$ cat config.mk
export PLATFORM = sky130hd
export DESIGN_NAME = fdc_top
export DESIGN_NICKNAME = d
export VERILOG_FILES = /design/src/fdc_pkg.sv /design/src/fdc_enc_if.sv /design/src/fdc_sync.sv /design/src/fdc_wenc.sv /design/src/fdc_top.sv
export SDC_FILE = /design/constraint.sdc
export NUM_CORES = 1
export LEC_CHECK = 0
export BUFFER_PORTS_ARGS = -buffer_cell sky130_fd_sc_hd__buf_2
export CORE_ASPECT_RATIO = 0.9
export CORE_MARGIN = 2
export CORE_UTILIZATION = 45
export DETAILED_ROUTE_END_ITERATION = 16
export GPL_TIMING_DRIVEN = 0
export PLACE_DENSITY = 0.59
export SKIP_CTS_REPAIR_TIMING = 1
export SLEW_MARGIN = 20
export SYNTH_ARGS = -nofsm -noshare
export SYNTH_HDL_FRONTEND = slang
export SYNTH_SLANG_ARGS = --single-unit
$ cat constraint.sdc
create_clock -name clk_i -period 9.25 [get_ports clk_i]
set_clock_uncertainty 0.2 [all_clocks]
set_input_delay 0.4625 -clock clk_i [delete_from_list [all_inputs] [get_ports clk_i]]
set_output_delay 0.4625 -clock clk_i [all_outputs]
set_load 0.01 [all_outputs]
$ cat src/fdc_pkg.sv
// fdc_pkg: shared constants and types for the floppy controller pin interface
package fdc_pkg;
	localparam int CLK_MHZ = 20;

	// register locations on the two address inputs
	localparam logic [1:0] ADDR_CMD_STAT = 2'h0;
	localparam logic [1:0] ADDR_TRACK    = 2'h1;
	localparam logic [1:0] ADDR_SECTOR   = 2'h2;
	localparam logic [1:0] ADDR_DATA     = 2'h3;

	// command opcodes in the upper nibble of command_entry
	localparam logic [3:0] CMD_RESTORE  = 4'h0;
	localparam logic [3:0] CMD_SEEK     = 4'h1;
	localparam logic [3:0] CMD_STEP_IN  = 4'h2;
	localparam logic [3:0] CMD_STEP_OUT = 4'h3;
	localparam logic [3:0] CMD_READ     = 4'h8;
	localparam logic [3:0] CMD_WRITE    = 4'hA;
	localparam logic [3:0] CMD_FORCE    = 4'hD;

	// host_status bit positions
	localparam int ST_BUSY  = 0;
	localparam int ST_DRQ   = 1;
	localparam int ST_LOST  = 2;
	localparam int ST_TRK0  = 3;
	localparam int ST_INDEX = 4;
	localparam int ST_WPROT = 6;
	localparam int ST_MOTOR = 7;

	// values after reset
	localparam logic [7:0] REG_RST = 8'h00;

	// times in their own units, cycle counts derived from the clock rate
	localparam int STEP_PULSE_NS  = 4000;
	localparam int STEP_PULSE_CYC = (STEP_PULSE_NS * CLK_MHZ + 999) / 1000;
	localparam int STEP_RATE_US   = 6000;
	localparam int STEP_RATE_CYC  = STEP_RATE_US * CLK_MHZ;
	localparam int SPINUP_US      = 1000;
	localparam int SPINUP_CYC     = SPINUP_US * CLK_MHZ;
	localparam int FM_HALF_NS     = 4000;
	localparam int MFM_HALF_NS    = 2000;
	localparam int WPULSE_NS      = 500;
	localparam logic [6:0] FM_HALF_CYC  = 7'(FM_HALF_NS * CLK_MHZ / 1000);
	localparam logic [6:0] MFM_HALF_CYC = 7'(MFM_HALF_NS * CLK_MHZ / 1000);
	localparam logic [3:0] WPULSE_CYC   = 4'(WPULSE_NS * CLK_MHZ / 1000);
	localparam int SECTOR_BYTES   = 128;

	typedef enum logic [2:0] {
		ST_IDLE   = 3'h0,
		ST_SPIN   = 3'h1,
		ST_STEP   = 3'h3,
		ST_SETTLE = 3'h2,
		ST_READ   = 3'h6,
		ST_WRDRQ  = 3'h7,
		ST_WRITE  = 3'h5,
		ST_DONE   = 3'h4
	} fdc_state_t;
endpackage : fdc_pkg

$ cat src/fdc_enc_if.sv
// fdc_enc_if: link between the controller and the write pulse encoder
`timescale 1ns/1ps
interface fdc_enc_if;
	logic       en;
	logic       mfm;
	logic [7:0] next_byte;
	logic       take;
	logic       pulse;
	modport ctl (output en, output mfm, output next_byte, input take, input pulse);
	modport enc (input en, input mfm, input next_byte, output take, output pulse);
endinterface : fdc_enc_if

$ cat src/fdc_sync.sv
// fdc_sync: two flip-flop synchroniser for a group of asynchronous levels
`timescale 1ns/1ps
module fdc_sync #(
	parameter int            W   = 1,
	parameter logic [W-1:0]  RST = '0
) (
	input  wire logic         clk_i,
	input  wire logic         nrst_i,
	input  wire logic [W-1:0] d_i,
	output logic      [W-1:0] q_o
);
	logic [W-1:0] meta_reg;

	always_ff @(posedge clk_i) begin
		if (!nrst_i) begin
			meta_reg <= RST;
			q_o      <= RST;
		end else begin
			meta_reg <= d_i;
			q_o      <= meta_reg;
		end
	end
endmodule : fdc_sync

$ cat src/fdc_wenc.sv
// fdc_wenc: serialises bytes into fm or mfm clock and data pulses
`timescale 1ns/1ps
module fdc_wenc (
	input  wire logic clk_i,
	input  wire logic nrst_i,
	fdc_enc_if.enc    enc
);
	logic [7:0] shift_reg;
	logic [2:0] bit_reg;
	logic [6:0] hc_reg;
	logic [6:0] half;
	logic       ph_reg;
	logic       prev_reg;
	logic       run_reg;
	logic [3:0] pw_reg;
	logic       fire;
	logic       cell_end;

	assign half     = enc.mfm ? fdc_pkg::MFM_HALF_CYC : fdc_pkg::FM_HALF_CYC;
	assign cell_end = (hc_reg == half - 7'h01);
	// mfm drops the clock pulse unless two zero bits meet
	assign fire = ph_reg ? shift_reg[7] : (enc.mfm ? (!prev_reg && !shift_reg[7]) : 1'b1);
	assign enc.take  = enc.en && (!run_reg || (cell_end && ph_reg && bit_reg == 3'h7));
	assign enc.pulse = (pw_reg != 4'h0);

	always_ff @(posedge clk_i) begin
		if (!nrst_i || !enc.en) begin
			run_reg   <= 1'b0;
			shift_reg <= 8'h00;
			bit_reg   <= 3'h0;
			hc_reg    <= 7'h00;
			ph_reg    <= 1'b0;
			prev_reg  <= 1'b0;
		end else if (!run_reg) begin
			run_reg   <= 1'b1;
			shift_reg <= enc.next_byte;
		end else if (cell_end) begin
			hc_reg <= 7'h00;
			ph_reg <= !ph_reg;
			if (ph_reg) begin
				prev_reg  <= shift_reg[7];
				bit_reg   <= bit_reg + 3'h1;
				shift_reg <= (bit_reg == 3'h7) ? enc.next_byte : {shift_reg[6:0], 1'b0};
			end
		end else begin
			hc_reg <= hc_reg + 7'h01;
		end
	end

	// fixed-width pulse at the start of each window where fire is set
	always_ff @(posedge clk_i) begin
		if (!nrst_i || !enc.en) begin
			pw_reg <= 4'h0;
		end else if (run_reg && hc_reg == 7'h00 && fire && pw_reg == 4'h0) begin
			pw_reg <= fdc_pkg::WPULSE_CYC;
		end else if (pw_reg != 4'h0) begin
			pw_reg <= pw_reg - 4'h1;
		end
	end
endmodule : fdc_wenc

$ cat src/fdc_top.sv
// fdc_top: floppy controller host port, command sequencer and drive pins
`timescale 1ns/1ps
module fdc_top #(
	parameter int STEP_RATE_CYC = fdc_pkg::STEP_RATE_CYC,
	parameter int SPINUP_CYC    = fdc_pkg::SPINUP_CYC,
	parameter int SECTOR_BYTES  = fdc_pkg::SECTOR_BYTES
) (
	input  wire logic       clk_i,
	input  wire logic       nrst_i,
	input  wire logic       cs_n_i,
	input  wire logic       rw_i,
	input  wire logic [1:0] addr_i,
	input  wire logic [7:0] host_data_lines_i,
	output logic      [7:0] host_data_lines_o,
	output logic            host_data_lines_oe_o,
	output logic            data_request_flag_o,
	output logic            command_done_irq_o,
	output logic            step_o,
	output logic            head_direction_o,
	output logic            spindle_enable_o,
	output logic            write_gate_o,
	output logic            disk_write_pulses_o,
	input  wire logic       raw_read_n_i,
	input  wire logic       track_zero_sense_n_i,
	input  wire logic       index_hole_sense_n_i,
	input  wire logic       write_protect_sense_n_i,
	input  wire logic       density_select_i
);
	fdc_pkg::fdc_state_t state_reg;

	logic [11:0] bus_s;
	logic [4:0]  drv_s;
	logic        cs_n_s;
	logic        rw_s;
	logic [1:0]  addr_s;
	logic [7:0]  din_s;
	logic        raw_n_s;
	logic        trk0_hit;
	logic        index_hit;
	logic        wp_n_s;
	logic        mfm;
	logic        cs_n_d_reg;
	logic        raw_n_d_reg;
	logic        acc;
	logic        rd_stat;
	logic        wr_cmd;
	logic        rd_dat;
	logic        wr_dat;
	logic        cmd_go;
	logic [3:0]  op;
	logic [3:0]  new_op;
	logic [7:0]  command_entry_reg;
	logic [7:0]  head_track_number_reg;
	logic [7:0]  target_sector_number_reg;
	logic [7:0]  data_holding_reg;
	logic [7:0]  host_status;
	logic [19:0] timer_reg;
	logic [10:0] cnt_reg;
	logic        stepped_reg;
	logic        dir_reg;
	logic        need_step;
	logic        dir_next;
	logic        step_go;
	logic        drq_reg;
	logic        drq_next;
	logic        irq_reg;
	logic        irq_next;
	logic        lost_reg;
	logic        wprot_reg;
	logic        spin_end;
	logic        wr_take;
	logic [6:0]  half;
	logic [6:0]  hc_reg;
	logic        ph_reg;
	logic        seen_reg;
	logic [7:0]  rsh_reg;
	logic [2:0]  rbit_reg;
	logic        byte_done_reg;
	logic [7:0]  rbyte_reg;
	logic        rbit_val;

	fdc_enc_if enc_if ();

	fdc_sync #(.W(12), .RST(12'h800)) u_bus_sync (
		.clk_i  (clk_i),
		.nrst_i (nrst_i),
		.d_i    ({cs_n_i, rw_i, addr_i, host_data_lines_i}),
		.q_o    (bus_s)
	);

	fdc_sync #(.W(5), .RST(5'h1F)) u_drv_sync (
		.clk_i  (clk_i),
		.nrst_i (nrst_i),
		.d_i    ({raw_read_n_i, track_zero_sense_n_i, index_hole_sense_n_i,
		          write_protect_sense_n_i, density_select_i}),
		.q_o    (drv_s)
	);

	fdc_wenc u_wenc (
		.clk_i  (clk_i),
		.nrst_i (nrst_i),
		.enc    (enc_if.enc)
	);

	assign cs_n_s  = bus_s[11];
	assign rw_s    = bus_s[10];
	assign addr_s  = bus_s[9:8];
	assign din_s   = bus_s[7:0];
	assign raw_n_s = drv_s[4];
	assign trk0_hit  = !drv_s[3];
	assign index_hit = !drv_s[2];
	assign wp_n_s    = drv_s[1];
	assign mfm       = !drv_s[0];

	// one access per falling chip select; data is sampled alongside it
	assign acc     = cs_n_d_reg && !cs_n_s;
	// address zero splits status and command
	assign rd_stat = acc && rw_s && addr_s == fdc_pkg::ADDR_CMD_STAT;
	assign wr_cmd  = acc && !rw_s && addr_s == fdc_pkg::ADDR_CMD_STAT;
	assign rd_dat  = acc && rw_s && addr_s == fdc_pkg::ADDR_DATA;
	assign wr_dat  = acc && !rw_s && addr_s == fdc_pkg::ADDR_DATA;
	assign new_op  = din_s[7:4];
	// only a forced stop may interrupt a busy sequencer
	assign cmd_go  = wr_cmd && (state_reg == fdc_pkg::ST_IDLE || new_op == fdc_pkg::CMD_FORCE);
	assign op      = command_entry_reg[7:4];

	assign spin_end = state_reg == fdc_pkg::ST_SPIN && timer_reg == 20'h00000;
	assign wr_take  = state_reg == fdc_pkg::ST_WRITE && enc_if.take;

	always_ff @(posedge clk_i) begin
		if (!nrst_i) begin
			cs_n_d_reg  <= 1'b1;
			raw_n_d_reg <= 1'b1;
		end else begin
			cs_n_d_reg  <= cs_n_s;
			raw_n_d_reg <= raw_n_s;
		end
	end

	// head motion decision for the stepping commands
	always_comb begin
		need_step = 1'b0;
		dir_next  = dir_reg;
		case (op)
			fdc_pkg::CMD_RESTORE: begin
				need_step = !trk0_hit;
				dir_next  = 1'b0;
			end
			fdc_pkg::CMD_SEEK: begin
				need_step = head_track_number_reg != data_holding_reg;
				dir_next  = data_holding_reg > head_track_number_reg;
			end
			fdc_pkg::CMD_STEP_IN: begin
				need_step = !stepped_reg;
				dir_next  = 1'b1;
			end
			fdc_pkg::CMD_STEP_OUT: begin
				need_step = !stepped_reg;
				dir_next  = 1'b0;
			end
			default: begin
				need_step = 1'b0;
			end
		endcase
	end

	assign step_go = state_reg == fdc_pkg::ST_SETTLE && timer_reg == 20'h00000 && need_step;

	// sequencer
	always_ff @(posedge clk_i) begin
		if (!nrst_i) begin
			state_reg   <= fdc_pkg::ST_IDLE;
			timer_reg   <= 20'h00000;
			cnt_reg     <= 11'h000;
			stepped_reg <= 1'b0;
			dir_reg     <= 1'b0;
		end else if (cmd_go && new_op == fdc_pkg::CMD_FORCE) begin
			state_reg <= fdc_pkg::ST_DONE;
		end else begin
			case (state_reg)
				fdc_pkg::ST_IDLE: begin
					cnt_reg     <= 11'h000;
					stepped_reg <= 1'b0;
					// protected media refuses the write at once
					if (cmd_go && new_op == fdc_pkg::CMD_WRITE && !wp_n_s) begin
						state_reg <= fdc_pkg::ST_DONE;
					end else if (cmd_go) begin
						state_reg <= fdc_pkg::ST_SPIN;
						timer_reg <= 20'(SPINUP_CYC - 1);
					end
				end
				fdc_pkg::ST_SPIN: begin
					if (timer_reg != 20'h00000) begin
						timer_reg <= timer_reg - 20'h00001;
					end else if (op == fdc_pkg::CMD_READ) begin
						state_reg <= fdc_pkg::ST_READ;
					end else if (op == fdc_pkg::CMD_WRITE) begin
						state_reg <= fdc_pkg::ST_WRDRQ;
					end else begin
						state_reg <= fdc_pkg::ST_SETTLE;
					end
				end
				fdc_pkg::ST_SETTLE: begin
					if (timer_reg != 20'h00000) begin
						timer_reg <= timer_reg - 20'h00001;
					end else if (need_step) begin
						dir_reg   <= dir_next;
						state_reg <= fdc_pkg::ST_STEP;
						timer_reg <= 20'(fdc_pkg::STEP_PULSE_CYC - 1);
					end else begin
						state_reg <= fdc_pkg::ST_DONE;
					end
				end
				fdc_pkg::ST_STEP: begin
					stepped_reg <= 1'b1;
					if (timer_reg != 20'h00000) begin
						timer_reg <= timer_reg - 20'h00001;
					end else begin
						state_reg <= fdc_pkg::ST_SETTLE;
						timer_reg <= 20'(STEP_RATE_CYC - 1);
					end
				end
				fdc_pkg::ST_READ: begin
					if (byte_done_reg) begin
						cnt_reg <= cnt_reg + 11'h001;
						if (cnt_reg == 11'(SECTOR_BYTES - 1)) begin
							state_reg <= fdc_pkg::ST_DONE;
						end
					end
				end
				fdc_pkg::ST_WRDRQ: begin
					// gate stays off until the first byte is in
					if (!drq_reg) begin
						state_reg <= fdc_pkg::ST_WRITE;
					end
				end
				fdc_pkg::ST_WRITE: begin
					if (enc_if.take) begin
						cnt_reg <= cnt_reg + 11'h001;
						if (cnt_reg == 11'(SECTOR_BYTES)) begin
							state_reg <= fdc_pkg::ST_DONE;
						end
					end
				end
				fdc_pkg::ST_DONE: begin
					state_reg <= fdc_pkg::ST_IDLE;
				end
				default: begin
					state_reg <= fdc_pkg::ST_IDLE;
				end
			endcase
		end
	end

	// track, sector, data and command registers
	always_ff @(posedge clk_i) begin
		if (!nrst_i) begin
			command_entry_reg        <= fdc_pkg::REG_RST;
			head_track_number_reg    <= fdc_pkg::REG_RST;
			target_sector_number_reg <= fdc_pkg::REG_RST;
			data_holding_reg         <= fdc_pkg::REG_RST;
		end else begin
			if (cmd_go) begin
				command_entry_reg <= din_s;
			end
			if (step_go) begin
				head_track_number_reg <= dir_next ? head_track_number_reg + 8'h01
				                                  : head_track_number_reg - 8'h01;
			end else if (state_reg == fdc_pkg::ST_SETTLE && op == fdc_pkg::CMD_RESTORE && trk0_hit) begin
				head_track_number_reg <= 8'h00;
			end else if (acc && !rw_s && addr_s == fdc_pkg::ADDR_TRACK) begin
				head_track_number_reg <= din_s;
			end
			if (acc && !rw_s && addr_s == fdc_pkg::ADDR_SECTOR) begin
				target_sector_number_reg <= din_s;
			end
			// disk bytes win over a late host write
			if (byte_done_reg) begin
				data_holding_reg <= rbyte_reg;
			end else if (wr_dat) begin
				data_holding_reg <= din_s;
			end
		end
	end

	// data request; hardware set beats the host clear
	always_comb begin
		drq_next = drq_reg;
		// host read empties the register, also once the sector has ended
		if (rd_dat && op == fdc_pkg::CMD_READ) begin
			drq_next = 1'b0;
		end
		if (wr_dat && (state_reg == fdc_pkg::ST_WRDRQ || state_reg == fdc_pkg::ST_WRITE)) begin
			drq_next = 1'b0;
		end
		// a finished read leaves its last byte pending for the host
		if ((state_reg == fdc_pkg::ST_DONE && op != fdc_pkg::CMD_READ) || cmd_go) begin
			drq_next = 1'b0;
		end
		if (byte_done_reg || (spin_end && op == fdc_pkg::CMD_WRITE)) begin
			drq_next = 1'b1;
		end
		// no request once the last byte is in the shifter
		if (wr_take && cnt_reg < 11'(SECTOR_BYTES - 1)) begin
			drq_next = 1'b1;
		end
	end

	// cleared by status read or command load
	always_comb begin
		irq_next = irq_reg;
		if (rd_stat || wr_cmd) begin
			irq_next = 1'b0;
		end
		// set on completion, wins over the clear
		if (state_reg == fdc_pkg::ST_DONE) begin
			irq_next = 1'b1;
		end
	end

	// flags return to their initial state
	always_ff @(posedge clk_i) begin
		if (!nrst_i) begin
			drq_reg   <= 1'b0;
			irq_reg   <= 1'b0;
			lost_reg  <= 1'b0;
			wprot_reg <= 1'b0;
		end else begin
			drq_reg <= drq_next;
			irq_reg <= irq_next;
			if (cmd_go) begin
				lost_reg  <= 1'b0;
				// write protect sampled as the command arrives
				wprot_reg <= new_op == fdc_pkg::CMD_WRITE && !wp_n_s;
			end else if ((byte_done_reg && drq_reg) || (wr_take && drq_reg)) begin
				lost_reg <= 1'b1;
			end
		end
	end

	// bit recovery from falling raw pulses; coarse window, no pll
	assign half     = mfm ? fdc_pkg::MFM_HALF_CYC : fdc_pkg::FM_HALF_CYC;
	assign rbit_val = seen_reg || (raw_n_d_reg && !raw_n_s);

	always_ff @(posedge clk_i) begin
		if (!nrst_i || state_reg != fdc_pkg::ST_READ) begin
			hc_reg        <= 7'h00;
			ph_reg        <= 1'b0;
			seen_reg      <= 1'b0;
			rsh_reg       <= 8'h00;
			rbit_reg      <= 3'h0;
			byte_done_reg <= 1'b0;
			rbyte_reg     <= 8'h00;
		end else begin
			byte_done_reg <= 1'b0;
			if (raw_n_d_reg && !raw_n_s && !ph_reg) begin
				// pulse in the clock window recentres the cell
				hc_reg <= half >> 1;
			end else if (hc_reg == half - 7'h01) begin
				hc_reg <= 7'h00;
				ph_reg <= !ph_reg;
				if (ph_reg) begin
					rsh_reg  <= {rsh_reg[6:0], rbit_val};
					rbit_reg <= rbit_reg + 3'h1;
					if (rbit_reg == 3'h7) begin
						byte_done_reg <= 1'b1;
						rbyte_reg     <= {rsh_reg[6:0], rbit_val};
					end
				end
			end else begin
				hc_reg <= hc_reg + 7'h01;
			end
			if (hc_reg == half - 7'h01 && ph_reg) begin
				seen_reg <= 1'b0;
			end else if (raw_n_d_reg && !raw_n_s && ph_reg) begin
				seen_reg <= 1'b1;
			end
		end
	end

	// encoder gets the next byte, zero when the host was late
	assign enc_if.mfm       = mfm;
	assign enc_if.next_byte = drq_reg ? 8'h00 : data_holding_reg;
	// encoder runs only once the gate is already up
	assign enc_if.en        = write_gate_o && state_reg == fdc_pkg::ST_WRITE;

	always_comb begin
		host_status                    = 8'h00;
		host_status[fdc_pkg::ST_BUSY]  = state_reg != fdc_pkg::ST_IDLE;
		host_status[fdc_pkg::ST_DRQ]   = drq_reg;
		host_status[fdc_pkg::ST_LOST]  = lost_reg;
		host_status[fdc_pkg::ST_TRK0]  = trk0_hit;
		host_status[fdc_pkg::ST_INDEX] = index_hit;
		host_status[fdc_pkg::ST_WPROT] = wprot_reg;
		host_status[fdc_pkg::ST_MOTOR] = spindle_enable_o;
	end

	// pin outputs, all from flops
	always_ff @(posedge clk_i) begin
		if (!nrst_i) begin
			host_data_lines_o    <= 8'h00;
			host_data_lines_oe_o <= 1'b0;
			step_o               <= 1'b0;
			head_direction_o     <= 1'b0;
			spindle_enable_o     <= 1'b0;
			write_gate_o         <= 1'b0;
			disk_write_pulses_o  <= 1'b0;
		end else begin
			case (addr_s)
				fdc_pkg::ADDR_CMD_STAT: host_data_lines_o <= host_status;
				fdc_pkg::ADDR_TRACK:    host_data_lines_o <= head_track_number_reg;
				fdc_pkg::ADDR_SECTOR:   host_data_lines_o <= target_sector_number_reg;
				default:                host_data_lines_o <= data_holding_reg;
			endcase
			// drive only while selected for a read
			host_data_lines_oe_o <= !cs_n_s && rw_s;
			step_o               <= state_reg == fdc_pkg::ST_STEP;
			// direction settles a cycle ahead of the step pulse
			head_direction_o     <= step_go ? dir_next : dir_reg;
			// motor on from spin-up to completion
			spindle_enable_o     <= state_reg != fdc_pkg::ST_IDLE && state_reg != fdc_pkg::ST_DONE;
			write_gate_o         <= state_reg == fdc_pkg::ST_WRITE;
			disk_write_pulses_o  <= enc_if.pulse;
		end
	end

	assign data_request_flag_o = drq_reg;
	assign command_done_irq_o  = irq_reg;
endmodule : fdc_top

==> results.yml <==
outcome:
  outcome: "complete, but fails checks"
  failed_checks: "negative hold slack"
die:
  die_area_mm2: 0.0192
  die_w_um: 146
  core_area_mm2: 0.0177
  start_util: 0.461
  die_y_um: 132
  rows: 46
  io_pins: 35
critical_path:
  cp.arrival_ns: 4.19
  critical-path-top-delay-family: "compound AO/OA/AOI/OAI gates"
  path_max_fanout: 10
  reg2reg_from: "head_track_number_reg[6]"
  r2r_end: "head_track_number_reg[6]"
  r2r_cells: 14
  worstSetupPathType: "reg -> reg"
  crit_chain: "inv_1 > ha_1 > nand4_1 > o211ai_1 > nand3_1 > o21ai_1 > inv_1 > fa_1 > nor2b_1 > o21ai_0 > a21oi_1 > mux2i_1 > a31oi_1 > o221a_2"
  r2r_setup_slack_ns: 5.20
  cp-startpoint: "head_track_number_reg[6]"
  startpoint_type: "flip-flop"
  crit_path_top_delay_cell: "o21ai_1"
  path_depth: 14
  cp_num_buf_inv: 2
  endpoint_kind: "flip-flop"
  slowest_delay_ns: 0.47
  worstPathRequired_ns: 9.39
  crit_top_cell: "inv_1"
  crit_path_end: "head_track_number_reg[6]"
cells_and_area:
  seq_area_mm2: 0.00342
  area_growth_pct: 13.5
  fillers: 1709
  num-nets-final: 1037
  drive_gt1_frac: 0.114
  multiInputGateArea_mm2: 0.00439
  largest_reg_flops: 20
  diodes: 0
yosys:
  synth_area_leader_cell: "dfxtp_1"
  syn_nets: 981
  syn_area_mm2: 0.00815
  async_flop_share: 0
  ys_warn_count: 0
  syn_inst: 936
  synth_area_leaders: "dfxtp_1 (42%), nor2_1 (5.4%), a21oi_1 (4.7%), mux2i_1 (4.5%), ha_1 (3.8%)"
  synth_seq_cells: 171
  synthFlopType: "dfxtp_1"
  synth_edf_count: 0
  synthDistinctLibCells: 77
  avgSynthCellArea_um2: 8.71
  netlist.area_leader.share: 0.420
  synth-seq-area-share: 0.420
place:
  port_buffers: 33
  place.gp.congestion: 0.841
  place_ws_ns: 5.28
  hpwl_um: 14400
clocking:
  cts_tree: "built"
  cts_num_sinks: 171
  clk_latency_ns: 0.44
  cts_buffer_depth: 2
  cts.clk_slew.worst_paths_ns: 0.07
  cts_root_buffer: "clkbuf_16"
  h-tree-depth: 4
  cts_buffers: 17
pwr:
  power_frac_clock: 0.323
  p_comb_frac: 0.306
  pwr-share-seq: 0.371
  max-vdd-ir-drop_mv: 0.131
  power_density_mw_per_mm2: 243
  p_leak_nw: 3.58
  p_sw_frac: 0.366
  p_sw_mw: 0.823
  intPower_mw: 1.43
drt:
  dr.pass1.iters: 6
  via_per_inst: 5.45
  vias: 6775
  route.final.wire_length_um: 20200
  wl_per_cell_um: 16.2
  route.detailed.drc: 0
  drt_iter0_markers: 525
  ant_nets: 0
sta:
  relSlewSlack: 0.459
  hold_viol_final: 1
  finalCritPeriodShare: 0.438
  fmax_mhz: 247
  setup_ws_ns: 5.20
  tightest_slew_ns: 0.812
  fin_crit_ns: 4.05
  rsz0062_at_grt: "false"
  drv_slew: 0
  setup_viol: 0
  hold_slack_ns: -0.00363
  finalSetupTns_ns: 0
global_routing:
  grt_pass1_wl_um: 32700
  grt_usage: 0.213
  antenna_found_initial: 0
  first_global_vias: 6036
  grt_overflow: 0
  grt_max_degree: 18
min_path:
  hold_path.class: "in -> reg"
job:
  maxCapViolations: 0
worst register-to-register path: cells and delay by family, from the launching register on:
family	cells	cell delay (ns)
AND/OR/NAND/NOR	3	0.51
multiplexers	1	0.24
flip-flops	1	0.44
adder cells (fa/ha/maj)	2	0.73
AO/OA/AOI/OAI	6	1.60
buffers and inverters	2	0.20
synthesized netlist by cell type (3+ instances only):
cell / n
clkbuf_1: 41
xor2_1: 12
o31ai_1: 7
a2111oi_2: 3
o221ai_1: 3
or2_2: 7
o21ai_0: 29
buf_1: 6
o2111ai_1: 5
dfxtp_1: 171
o211ai_1: 11
a31oi_1: 7
nor2b_1: 14
or4_1: 8
o21a_1: 4
nor4_1: 9
nand4_1: 7
o221a_2: 6
and2_1: 37
or3_1: 15
nand2b_1: 18
mux4_2: 7
mux2i_1: 37
and3_1: 8
a211oi_1: 11
nor2_1: 118
nor3_1: 28
nand3_1: 20
nand3b_1: 4
o41ai_1: 3
a21oi_1: 76
inv_1: 36
nor3b_1: 9
nand2_1: 67
xnor2_1: 12
o21bai_1: 3
ha_1: 25
cell families (layout without fill, tap and decap cells):
| group | after synthesis | count (layout) | share of synthesized area |
|---|---|---|---|
| AO/OA/AOI/OAI | 194 | 194 | 0.159 |
| XOR/XNOR | 24 | 24 | 0.0258 |
| adder cells (fa/ha/maj) | 26 | 26 | 0.0408 |
| buffers and inverters | 87 | 155 | 0.0418 |
| flip-flops | 171 | 171 | 0.420 |
| multiplexers | 46 | 46 | 0.0675 |
| AND/OR/NAND/NOR | 388 | 388 | 0.245 |
metal layers:
layer  global-route usage  wire length (um)  up-vias
met4               0.0741               401        0
met2                0.310              8670      157
li1                     -                 -     3432
met1                0.310             10100     3150
met3               0.0448              1000       36
met5                    0                 0        -
worst min path at each step:
stage,start,end,depth (start not counted)
after floorplan,u_bus_sync.meta_reg[11],u_bus_sync.q_o[11],1
after global placement,u_drv_sync.meta_reg[4],u_drv_sync.q_o[4],1
after detailed placement,u_drv_sync.meta_reg[4],u_drv_sync.q_o[4],1
after CTS,cs_n_i,u_bus_sync.meta_reg[11],2
after global routing,density_select_i,u_drv_sync.meta_reg[0],2
final,density_select_i,u_drv_sync.meta_reg[0],2
power groups by stage:
| stage | logic (mW) | registers (mW) | clock network, mW |
|---|---|---|---|
| 2_1_floorplan | 0.508 | 0.839 | 0 |
| 3_3_place_gp | 0.673 | 0.850 | 0 |
| 3_5_place_dp | 0.678 | 0.849 | 0 |
| 4_1_cts | 0.683 | 0.833 | 0.739 |
| 5_1_grt | 0.760 | 0.841 | 0.770 |
| 6_report | 0.689 | 0.835 | 0.727 |
stage by stage:
| step | instances | area (um2) | utilization | hold WS (ns) | power, mW |
|---|---|---|---|---|---|
| after floorplan | 936 | 8150 | - | 0.186 | 1.35 |
| after global placement | 1209 | 8620 | 0.488 | 0.188 | 1.52 |
| after detailed placement | 1209 | 8620 | 0.488 | 0.191 | 1.53 |
| after CTS | 1240 | 9210 | 0.521 | -0.0213 | 2.26 |
| after global routing | 1244 | 9250 | 0.524 | 0.00481 | 2.37 |
| final | 1244 | 9250 | 0.524 | -0.00363 | 2.25 |
layout by cell type, fill, tap and decap left out, types with 8 or more instances in the layout:
| master | n |
|---|---|
| nor4_1 | 9 |
| nor3_1 | 28 |
| nor2_1 | 118 |
| dfxtp_1 | 171 |
| xnor2_1 | 12 |
| a211oi_1 | 11 |
| or4_1 | 8 |
| clkbuf_1 | 41 |
| nand3_1 | 20 |
| a21oi_1 | 76 |
| o21ai_0 | 29 |
| xor2_1 | 12 |
| ha_1 | 25 |
| mux2i_1 | 37 |
| nand2_1 | 67 |
| inv_1 | 36 |
| or3_1 | 15 |
| nor2b_1 | 14 |
| and2_1 | 37 |
| nor3b_1 | 9 |
| clkbuf_16 | 17 |
| and3_1 | 8 |
| nand2b_1 | 18 |
| o211ai_1 | 11 |
| buf_2 | 35 |
cell type report:
class	instances	share of cell area
clock inverters	13	0.0166
clock buffers	18	0.0475
inverters	36	0.0146
plain buffers	51	0.0222
repair buffers	37	0.0222
flip-flops and latches	171	0.370
multi-input cells	678	0.474
well taps	240	0.0325
Power figures use the tool's default switching activity.
